**config.mk**
```make
export PLATFORM = sky130hd
export DESIGN_NAME = mmd_sfr_bank
export DESIGN_NICKNAME = d
export VERILOG_FILES = /design/src/mmd_pkg.sv /design/src/mmd_sfr_bank.sv
export SDC_FILE = /design/constraint.sdc
export NUM_CORES = 1
export LEC_CHECK = 0
export BUFFER_PORTS_ARGS = -buffer_cell sky130_fd_sc_hd__buf_2
export CORE_ASPECT_RATIO = 0.6
export CORE_UTILIZATION = 60
export DETAILED_ROUTE_END_ITERATION = 10
export PLACE_DENSITY = 0.85
export SETUP_SLACK_MARGIN = 0.1
export SLEW_MARGIN = 5
export SYNTH_ARGS = -nofsm -noshare
export SYNTH_HDL_FRONTEND = slang
export SYNTH_SLANG_ARGS = --single-unit
export TNS_END_PERCENT = 100
```
**constraint.sdc**
```tcl
create_clock -name pclk -period 4.7 [get_ports pclk]
set_input_delay 0.94 -clock pclk [delete_from_list [all_inputs] [get_ports pclk]]
set_output_delay 0.94 -clock pclk [all_outputs]
set_load 0.005 [all_outputs]
```
**src/mmd_pkg.sv**
```systemverilog
// Constants, tables and types for the memory map decoder and SFR bank
// What this block does
// RULE1: Decoder takes a 20-bit address spanning the whole 1-Mbyte space.
// RULE2: Program ROM ends at 0FFFFh, grows down; 16 Kbyte covers 0C000h-0FFFFh.
// RULE3: Fixed vector table sits at 0FFDCh-0FFFFh, holding routine start addresses.
// RULE4: Data flash window 02400h-02BFFh decodes to data flash, not program ROM.
// RULE5: Internal RAM starts at 00400h; 1 Kbyte ends at 007FFh.
// RULE6: Internal RAM serves as data store and as the call and interrupt stack.
// RULE7: Lowest region 00000h-002FFh decodes to the peripheral register bank.
// RULE8: Unassigned register addresses are reserved; no storage, software stays off.
// RULE9: Processor mode 0 at 0004h resets to 00h; mode 1 at 0005h also 00h.
// RULE10: Clock control 0 at 0006h resets to 01101000b.
// RULE11: Clock control 1 at 0007h resets to 00100000b.
// RULE12: Oscillation stop detect at 000Ch resets with only bit 2 set.
// RULE13: Watchdog control at 000Fh resets with low five bits set.
// RULE14: Watchdog refresh and start registers have undefined content after reset.
// RULE15: Voltage detect 1 at 0031h resets with only bit 3 set.
// RULE16: Voltage monitor 1 control resets to 0000X000b, bit 3 undefined.
// RULE17: Voltage registers survive software, watchdog and monitor 2 resets; soft_rst keeps only bits 2 and 3 of the one at 0037h.
// RULE18: All bank registers are eight bits; all but watchdog refresh and start reset with the device reset.
package mmd_pkg;

	// CPU address space and regions
	localparam int          ADDR_W  = 20;
	localparam logic [19:0] SFR_LO  = 20'h00000;
	localparam logic [19:0] SFR_HI  = 20'h002ff;
	localparam logic [19:0] RAM_LO  = 20'h00400;
	localparam logic [19:0] RAM_HI  = 20'h007ff;
	localparam logic [19:0] DFL_LO  = 20'h02400;
	localparam logic [19:0] DFL_HI  = 20'h02bff;
	localparam logic [19:0] ROM_LO  = 20'h0c000;
	localparam logic [19:0] ROM_HI  = 20'h0ffff;
	localparam logic [19:0] VEC_LO  = 20'h0ffdc;

	// APB side: register index times four is the byte address
	localparam int APB_AW = 12;
	localparam int IDX_W  = 10;
	localparam int N_REG  = 25;

	// Protect groups: which write_protect bit opens a register
	localparam logic [1:0] GRP_NONE = 2'h0;
	localparam logic [1:0] GRP_CLK  = 2'h1;
	localparam logic [1:0] GRP_MODE = 2'h2;
	localparam logic [1:0] GRP_VOLT = 2'h3;
	localparam int PROT_CLK_BIT  = 0;
	localparam int PROT_MODE_BIT = 1;
	localparam int PROT_VOLT_BIT = 3;

	// Arbitrary factory trim stand-in for fast_osc_ctrl_1
	localparam logic [7:0] FAST_OSC_TRIM_RST = 8'h00;

	// Entry numbers used outside the table walk
	localparam int E_PM0  = 0;
	localparam int E_PM1  = 1;
	localparam int E_CM0  = 2;
	localparam int E_CM1  = 3;
	localparam int E_WRITE_PROTECT = 5;
	localparam int E_WATCHDOG_REFRESH = 7;
	localparam int E_WATCHDOG_START = 8;
	localparam int E_WDC  = 9;

	// Register index per entry
	localparam logic [IDX_W-1:0] REG_IDX [N_REG] = '{
		10'h004, 10'h005, 10'h006, 10'h007, 10'h009,
		10'h00a, 10'h00c, 10'h00d, 10'h00e, 10'h00f,
		10'h010, 10'h011, 10'h012, 10'h013, 10'h014,
		10'h015, 10'h01c, 10'h01e, 10'h020, 10'h021,
		10'h022, 10'h031, 10'h032, 10'h036, 10'h037};

	// Reset value per entry
	localparam logic [7:0] REG_RST [N_REG] = '{
		8'h00, 8'h00, 8'h68, 8'h20, 8'h00,
		8'h00, 8'h04, 8'h00, 8'h00, 8'h1f,
		8'h00, 8'h00, 8'h00, 8'h00, 8'h00,
		8'h00, 8'h00, 8'h00, 8'h00, FAST_OSC_TRIM_RST,
		8'h00, 8'h08, 8'h00, 8'h00, 8'h00};

	// Bits that a software-class reset leaves alone
	localparam logic [7:0] REG_KEEP [N_REG] = '{
		8'h00, 8'h00, 8'h00, 8'h00, 8'h00,
		8'h00, 8'h00, 8'h00, 8'h00, 8'h00,
		8'h00, 8'h00, 8'h00, 8'h00, 8'h00,
		8'h00, 8'h00, 8'h00, 8'h00, 8'h00,
		8'h00, 8'hff, 8'hff, 8'hff, 8'h0c};

	// Protect group per entry
	localparam logic [1:0] REG_GRP [N_REG] = '{
		GRP_MODE, GRP_MODE, GRP_CLK, GRP_CLK, GRP_NONE,
		GRP_NONE, GRP_CLK, GRP_NONE, GRP_NONE, GRP_NONE,
		GRP_NONE, GRP_NONE, GRP_NONE, GRP_NONE, GRP_NONE,
		GRP_NONE, GRP_NONE, GRP_NONE, GRP_CLK, GRP_CLK,
		GRP_CLK, GRP_VOLT, GRP_VOLT, GRP_VOLT, GRP_VOLT};

	// Entries with no reset at all (bit n = entry n)
	localparam logic [N_REG-1:0] REG_NORST = 25'h0000180;

	typedef struct packed {
		logic sfr;
		logic ram;
		logic dflash;
		logic rom;
		logic vector;
		logic none;
	} mmd_region_type;

	typedef struct packed {
		logic [7:0] proc_mode_0;
		logic [7:0] proc_mode_1;
		logic [7:0] sys_clk_0;
		logic [7:0] sys_clk_1;
		logic [7:0] write_protect;
		logic [7:0] watchdog_control;
	} mmd_ctrl_type;

endpackage

```
**src/mmd_sfr_bank.sv**
```systemverilog
// Memory map decoder and first peripheral register bank with APB slave
//
// Our own choice: the APB register port.
`timescale 1ns/100ps
module mmd_sfr_bank (
	input  wire logic                         pclk,
	input  wire logic                         presetn,
	input  wire logic                         soft_rst,
	input  wire logic                         psel,
	input  wire logic                         penable,
	input  wire logic                         pwrite,
	input  wire logic [mmd_pkg::APB_AW-1:0]   paddr,
	input  wire logic [31:0]                  pwdata,
	input  wire logic [3:0]                   pstrb,
	output logic      [31:0]                  prdata,
	output logic                              pready,
	output logic                              pslverr,
	input  wire logic                         cpu_valid,
	input  wire logic [mmd_pkg::ADDR_W-1:0]   cpu_addr,
	output mmd_pkg::mmd_region_type           region,
	output mmd_pkg::mmd_ctrl_type             ctrl,
	output logic                              wdt_refresh_p,
	output logic                              wdt_start_p
);
	import mmd_pkg::*;

	// Region decode of one CPU address; vector table also flags rom
	function automatic mmd_region_type decode_region(
		input logic [ADDR_W-1:0] a
	);
		mmd_region_type r;
		r        = '0;
		r.sfr    = (a <= SFR_HI);                   // [RULE7]
		r.ram    = (a >= RAM_LO) && (a <= RAM_HI);  // [RULE5] [RULE6]
		r.dflash = (a >= DFL_LO) && (a <= DFL_HI);  // [RULE4]
		r.rom    = (a >= ROM_LO) && (a <= ROM_HI);  // [RULE2]
		r.vector = (a >= VEC_LO) && (a <= ROM_HI);  // [RULE3]
		r.none   = ~(r.sfr | r.ram | r.dflash | r.rom);
		return r;
	endfunction

	// Write permission from the group and the write_protect byte
	function automatic logic prot_open(
		input logic [1:0] grp,
		input logic [7:0] prot
	);
		logic ok;
		ok = 1'b1;
		case (grp)
			GRP_CLK:  ok = prot[PROT_CLK_BIT];
			GRP_MODE: ok = prot[PROT_MODE_BIT];
			GRP_VOLT: ok = prot[PROT_VOLT_BIT];
			default:  ok = 1'b1;
		endcase
		return ok;
	endfunction

	logic [7:0]       bank [N_REG];
	logic [N_REG-1:0] hit;
	logic [N_REG-1:0] wr_en;
	logic [7:0]       rd_byte;
	logic             pready_r;

	// APB phase decode; only word-aligned addresses can hit a register
	wire             setup_ph = psel & ~penable;
	wire             done_ph  = psel & penable & pready_r;
	wire             aligned  = (paddr[1:0] == 2'b00);
	wire [IDX_W-1:0] idx      = paddr[APB_AW-1:2];
	wire             mapped   = |hit;
	wire             wr_ok    = done_ph & pwrite & pstrb[0];

	// Per-entry decode and write enables
	genvar i;
	generate
		for (i = 0; i < N_REG; i++) begin : g_reg
			logic [7:0] q;
			assign hit[i]   = aligned && (idx == REG_IDX[i]);
			assign wr_en[i] = wr_ok & hit[i] &
				prot_open(REG_GRP[i], bank[E_WRITE_PROTECT]);
			assign bank[i]  = q;
			if (REG_NORST[i]) begin : g_norst
				// No reset: content undefined until written [RULE14]
				always_ff @(posedge pclk) begin
					if (wr_en[i]) begin
						q <= pwdata[7:0];
					end
				end
			end else begin : g_rst
				// Soft reset spares the kept bits [RULE17]
				always_ff @(posedge pclk or negedge presetn) begin
					if (!presetn) begin
						// [RULE18] [RULE9] [RULE10] [RULE11] [RULE12]
						// [RULE13] [RULE15] [RULE16]
						q <= REG_RST[i];
					end else if (soft_rst) begin
						q <= (q & REG_KEEP[i]) |
							(REG_RST[i] & ~REG_KEEP[i]); // [RULE17]
					end else if (wr_en[i]) begin
						q <= pwdata[7:0];
					end
				end
			end
		end
	endgenerate

	// Read mux; reserved addresses read zero and hold nothing [RULE8]
	always_comb begin
		rd_byte = '0;
		for (int k = 0; k < N_REG; k++) begin
			if (hit[k]) begin
				rd_byte = rd_byte | bank[k];
			end
		end
	end

	// Zero-wait answer: ready rises in the cycle after setup
	always_ff @(posedge pclk or negedge presetn) begin
		if (!presetn) begin
			pready_r <= 1'b0;
			prdata   <= '0;
			pslverr  <= 1'b0;
		end else if (setup_ph) begin
			pready_r <= 1'b1;
			prdata   <= {24'h000000, rd_byte};
			pslverr  <= ~mapped; // [RULE8]
		end else begin
			pready_r <= 1'b0;
			prdata   <= '0;
			pslverr  <= 1'b0;
		end
	end
	assign pready = pready_r;

	// Watchdog strobes: a write, not the stored byte, is the event
	always_ff @(posedge pclk or negedge presetn) begin
		if (!presetn) begin
			wdt_refresh_p <= 1'b0;
			wdt_start_p   <= 1'b0;
		end else begin
			wdt_refresh_p <= wr_en[E_WATCHDOG_REFRESH];
			wdt_start_p   <= wr_en[E_WATCHDOG_START];
		end
	end

	// CPU address decode, registered so region is a clean flop output
	always_ff @(posedge pclk or negedge presetn) begin
		if (!presetn) begin
			region <= '0;
		end else if (cpu_valid) begin
			region <= decode_region(cpu_addr); // [RULE1]
		end else begin
			region <= '0;
		end
	end

	// Control bytes exported straight from the bank flops
	assign ctrl.proc_mode_0      = bank[E_PM0];
	assign ctrl.proc_mode_1      = bank[E_PM1];
	assign ctrl.sys_clk_0        = bank[E_CM0];  // [RULE10]
	assign ctrl.sys_clk_1        = bank[E_CM1];  // [RULE11]
	assign ctrl.write_protect    = bank[E_WRITE_PROTECT];
	assign ctrl.watchdog_control = bank[E_WDC];  // [RULE13]

endmodule

```
==> impl_results.md <==
- # diodes: 0
- Area grow syn2layout: 11.1%
- Post-route ant nets: 0
- DR WL/cell: 25.1 um
- DRT iter0 DRCs: 1376
- Worst Path Arrival: 3.60 ns
- Reg2Reg Capture Point: g_reg[4].q[1]
- Worst-path clk slew: 0.07 ns
- Vias per cell: 6.75
- Xor/xnor share of the synthesized area: 0.00155
- Worst Hold Margin: 0.511 ns
- Number of synthesized register bits: 218
- Footprint of the multi-input gates: 5280 um2
- Routability Congestion: 0.971
- Layout cells sized above 1: 0.211
- Htree depth: 1
- Fmax: 0.311 GHz
- Min-delay worst type: flop to flop
- Failing checks: design-rule violations
- DRC errors left: 10
- WHS Path Cells: 1
- Top-Level Pins: 165
- FILL cells: 1412
- Initial Utilization: 0.618
- Max Buffers Root-to-Sink: 3
- Die Y: 108 um
- Warnings, synthesis: 0
- CTS Buf Count: 20
- Simple-gate portion of the synthesized area: 0.175
- Post_cts resized: 0
- Grt total ovfl: 0
- Worst slew pin tran: 1.06 ns
- Mean Syn Cell Area: 10.6 um2
- CP cell instances: buf_2 > or4_1 > nor4_1 > a32o_1 > a221oi_1 > a31oi_1
- Ranking of synthesized cells by area: dfrtp_1 (42%), mux2i_1 (13%), nor2_1 (4.9%)
- Crit. End Element: flop
- Seq pwr share: 0.502
- RSZ-0062 raised after global routing: false
- Final setup violation count: 0
- Critical path class: input port to flop
- Power, Total: 0.00378 W
- Vias in the first global route: 8680
- WL final: 34700 um
- Min Clock Period, post-route: 3.22 ns
- Die area: 19400 um2
- Clk_skew: 0.0124 ns
- Fin crit share: 0.685
- CP top delay family: simple AND/OR/NAND/NOR gates
- Seq/Total Area, Yosys: 0.492
- CP startpoint: paddr[6]
- Crit path depth: 6
- Worst-path fanout max: 23
- End point of the critical path: prdata[4]
- CP bufs+invs: 1
- Final hold violations: 0
- Cell taking the most area after synthesis: dfrtp_1
- Post-Synth Adder-Cell Area: 0
- Worst endpoint required time: 5.08 ns
- Sw Share: 0.245
- Slew Limit Fails: 0
- Clock latency on the worst-skew pair: 0.52 ns
- Register Area: 5550 um2
- Synth Area in Compound Gates: 0.109
- Syn Inst Count: 1060
- Max Cap Violations: 0
- Drt first pass iters: 10
- Main combinational cell family by area after synthesis: simple AND/OR/NAND/NOR gates
- Rows: 38
- Pwr Density: 302 nW/um2
- Predominant post-synthesis flop cell: dfrtp_1
- VDD IR-drop max: 0.211 mV
- Crit path launch type: input port
- Largest net degree at the start of global routing: 124
- Initial antenna violation count: 1
- I/O Buffers: 111
- Die Width: 179 um
- Tot GR Track Use: 0.366
- Status: complete, but fails checks
- Root buffer cell: clkbuf_16
- Power share of the clock group: 0.429
- Worst reg2reg setup slack: 2.23 ns
- Combinational Power Share: 0.069
- Vias: 9322
- Sw Pwr: 0.000925 W
- Multiplexer share of the synthesized area: 0.174
- Internal Power: 0.00285 W
- Slew headroom: 0.289
- FF-to-FF path depth: 6
- Distinct cells, synth: 64
- Cts hold-fix bufs: 0
- Reg2Reg Launch Point: pready
- # Post-CTS Setup Buffers: 0
- Post-Syn Area: 11300 um2
- CTS tree: built
- Nets: 1203
- Async S/R FF share, synth: 0.927
- Clk sink count: 218
- Yosys top cell area share: 0.424
- First-pass GRT wire length: 52400 um
- Setup_tns: 0 ns
- P_leak: 5.42 nW
- EDFF count, synth: 16
- Core footprint: 18300 um2
- HPWL Detailed: 22800 um
- CP max stage delay: 0.82 ns
- Crit-path slowest cell: or4_1
[registers in the layout, summed over array words and instances, names as in the netlist]
name	flops
wdt_start_p	1
region	6
g.q	200
pslverr	1
pready	1
prdata	8
wdt_refresh_p	1
[worst min path at each step]
stage                           to      startpoint  slack, ns
floorplan           g_reg[22].q[4]  g_reg[22].q[4]       0.47
global placement    g_reg[22].q[4]  g_reg[22].q[4]       0.48
detailed placement  g_reg[21].q[4]  g_reg[21].q[4]       0.50
CTS                 g_reg[21].q[4]  g_reg[21].q[4]       0.51
global route        g_reg[23].q[0]  g_reg[23].q[0]       0.52
finish              g_reg[23].q[0]  g_reg[23].q[0]       0.51
[worst register-to-register path, delay by kind of cell, from the launching register on]
family                 cells  cell delay [ns]
flip-flops                 1             0.35
AND/OR/NAND/NOR            4             1.54
buffers and inverters      1             0.28
AO/OA/AOI/OAI              1             0.21
[cell usage in the layout, fill, tap and decap left out, types with 11 or more instances in the layout]
master | netlist | routed
a22oi_1 | 13 | 13
nand3_1 | 16 | 16
mux2_2 | 40 | 40
nand4_1 | 13 | 13
o21ai_0 | 24 | 24
conb_1 | 1 | 24
nor2_1 | 148 | 148
buf_2 | 12 | 109
edfxtp_1 | 16 | 16
buf_4 | 25 | 22
mux2i_1 | 149 | 149
a211o_1 | 11 | 11
o32ai_1 | 11 | 11
dfstp_2 | 11 | 11
nor3_1 | 15 | 15
dfrtp_1 | 191 | 191
a32oi_1 | 12 | 12
clkbuf_16 | 0 | 21
nand2_1 | 65 | 65
nor2b_1 | 14 | 14
a21oi_1 | 44 | 44
[metal layers]
metal  share of wire  vias up  track usage
li1                -     3938            -
met1            0.41     4641        0.531
met4           0.029        0       0.0981
met2            0.41      642        0.505
met5               0        -            0
met3            0.15      101        0.146
[power by group through the flow]
stage	logic, W	registers [W]	clock network, W
floorplan	0.000143	0.00193	0
global placement	0.000248	0.00193	0
detailed placement	0.000251	0.00193	0
CTS	0.000252	0.00190	0.00162
global route	0.000276	0.00190	0.00170
finish	0.000261	0.00190	0.00162
[kinds of logic (layout without fill, tap and decap cells)]
group,count (synthesis),in the layout
AND/OR/NAND/NOR,358,358
flip-flops,218,218
multiplexers,190,190
AO/OA/AOI/OAI,174,174
buffers and inverters,117,176
XOR/XNOR,2,2
other,1,24
[area by class of cell]
| class | count | area share |
|---|---|---|
| flip-flops and latches | 218 | 0.443 |
| inverters | 7 | 0.00210 |
| well taps | 240 | 0.0240 |
| repair buffers | 133 | 0.0594 |
| clock inverters | 2 | 0.000799 |
| clock buffers | 34 | 0.0498 |
| multi-input cells | 748 | 0.421 |
[metrics by stage]
stage | instance area, um2 | setup WS, ns | util | cells
after floorplan | 11400 | 1.70 | - | 1083
after global placement | 11900 | 1.08 | 0.652 | 1346
after detailed placement | 11900 | 1.06 | 0.652 | 1346
after CTS | 12500 | 1.57 | 0.686 | 1382
after global routing | 12500 | 1.38 | 0.686 | 1382
final | 12500 | 1.48 | 0.686 | 1382
[cell usage after synthesis (13+ instances only)]
master	count
edfxtp_1	16
nor3_1	15
clkbuf_1	68
dfrtp_1	191
nand2_1	65
nor2b_1	14
nand3_1	16
mux2_2	40
nand4_1	13
a22oi_1	13
buf_4	25
o21ai_0	24
mux2i_1	149
a21oi_1	44
nor2_1	148
Note: power is estimated with default switching activity, not from simulation.
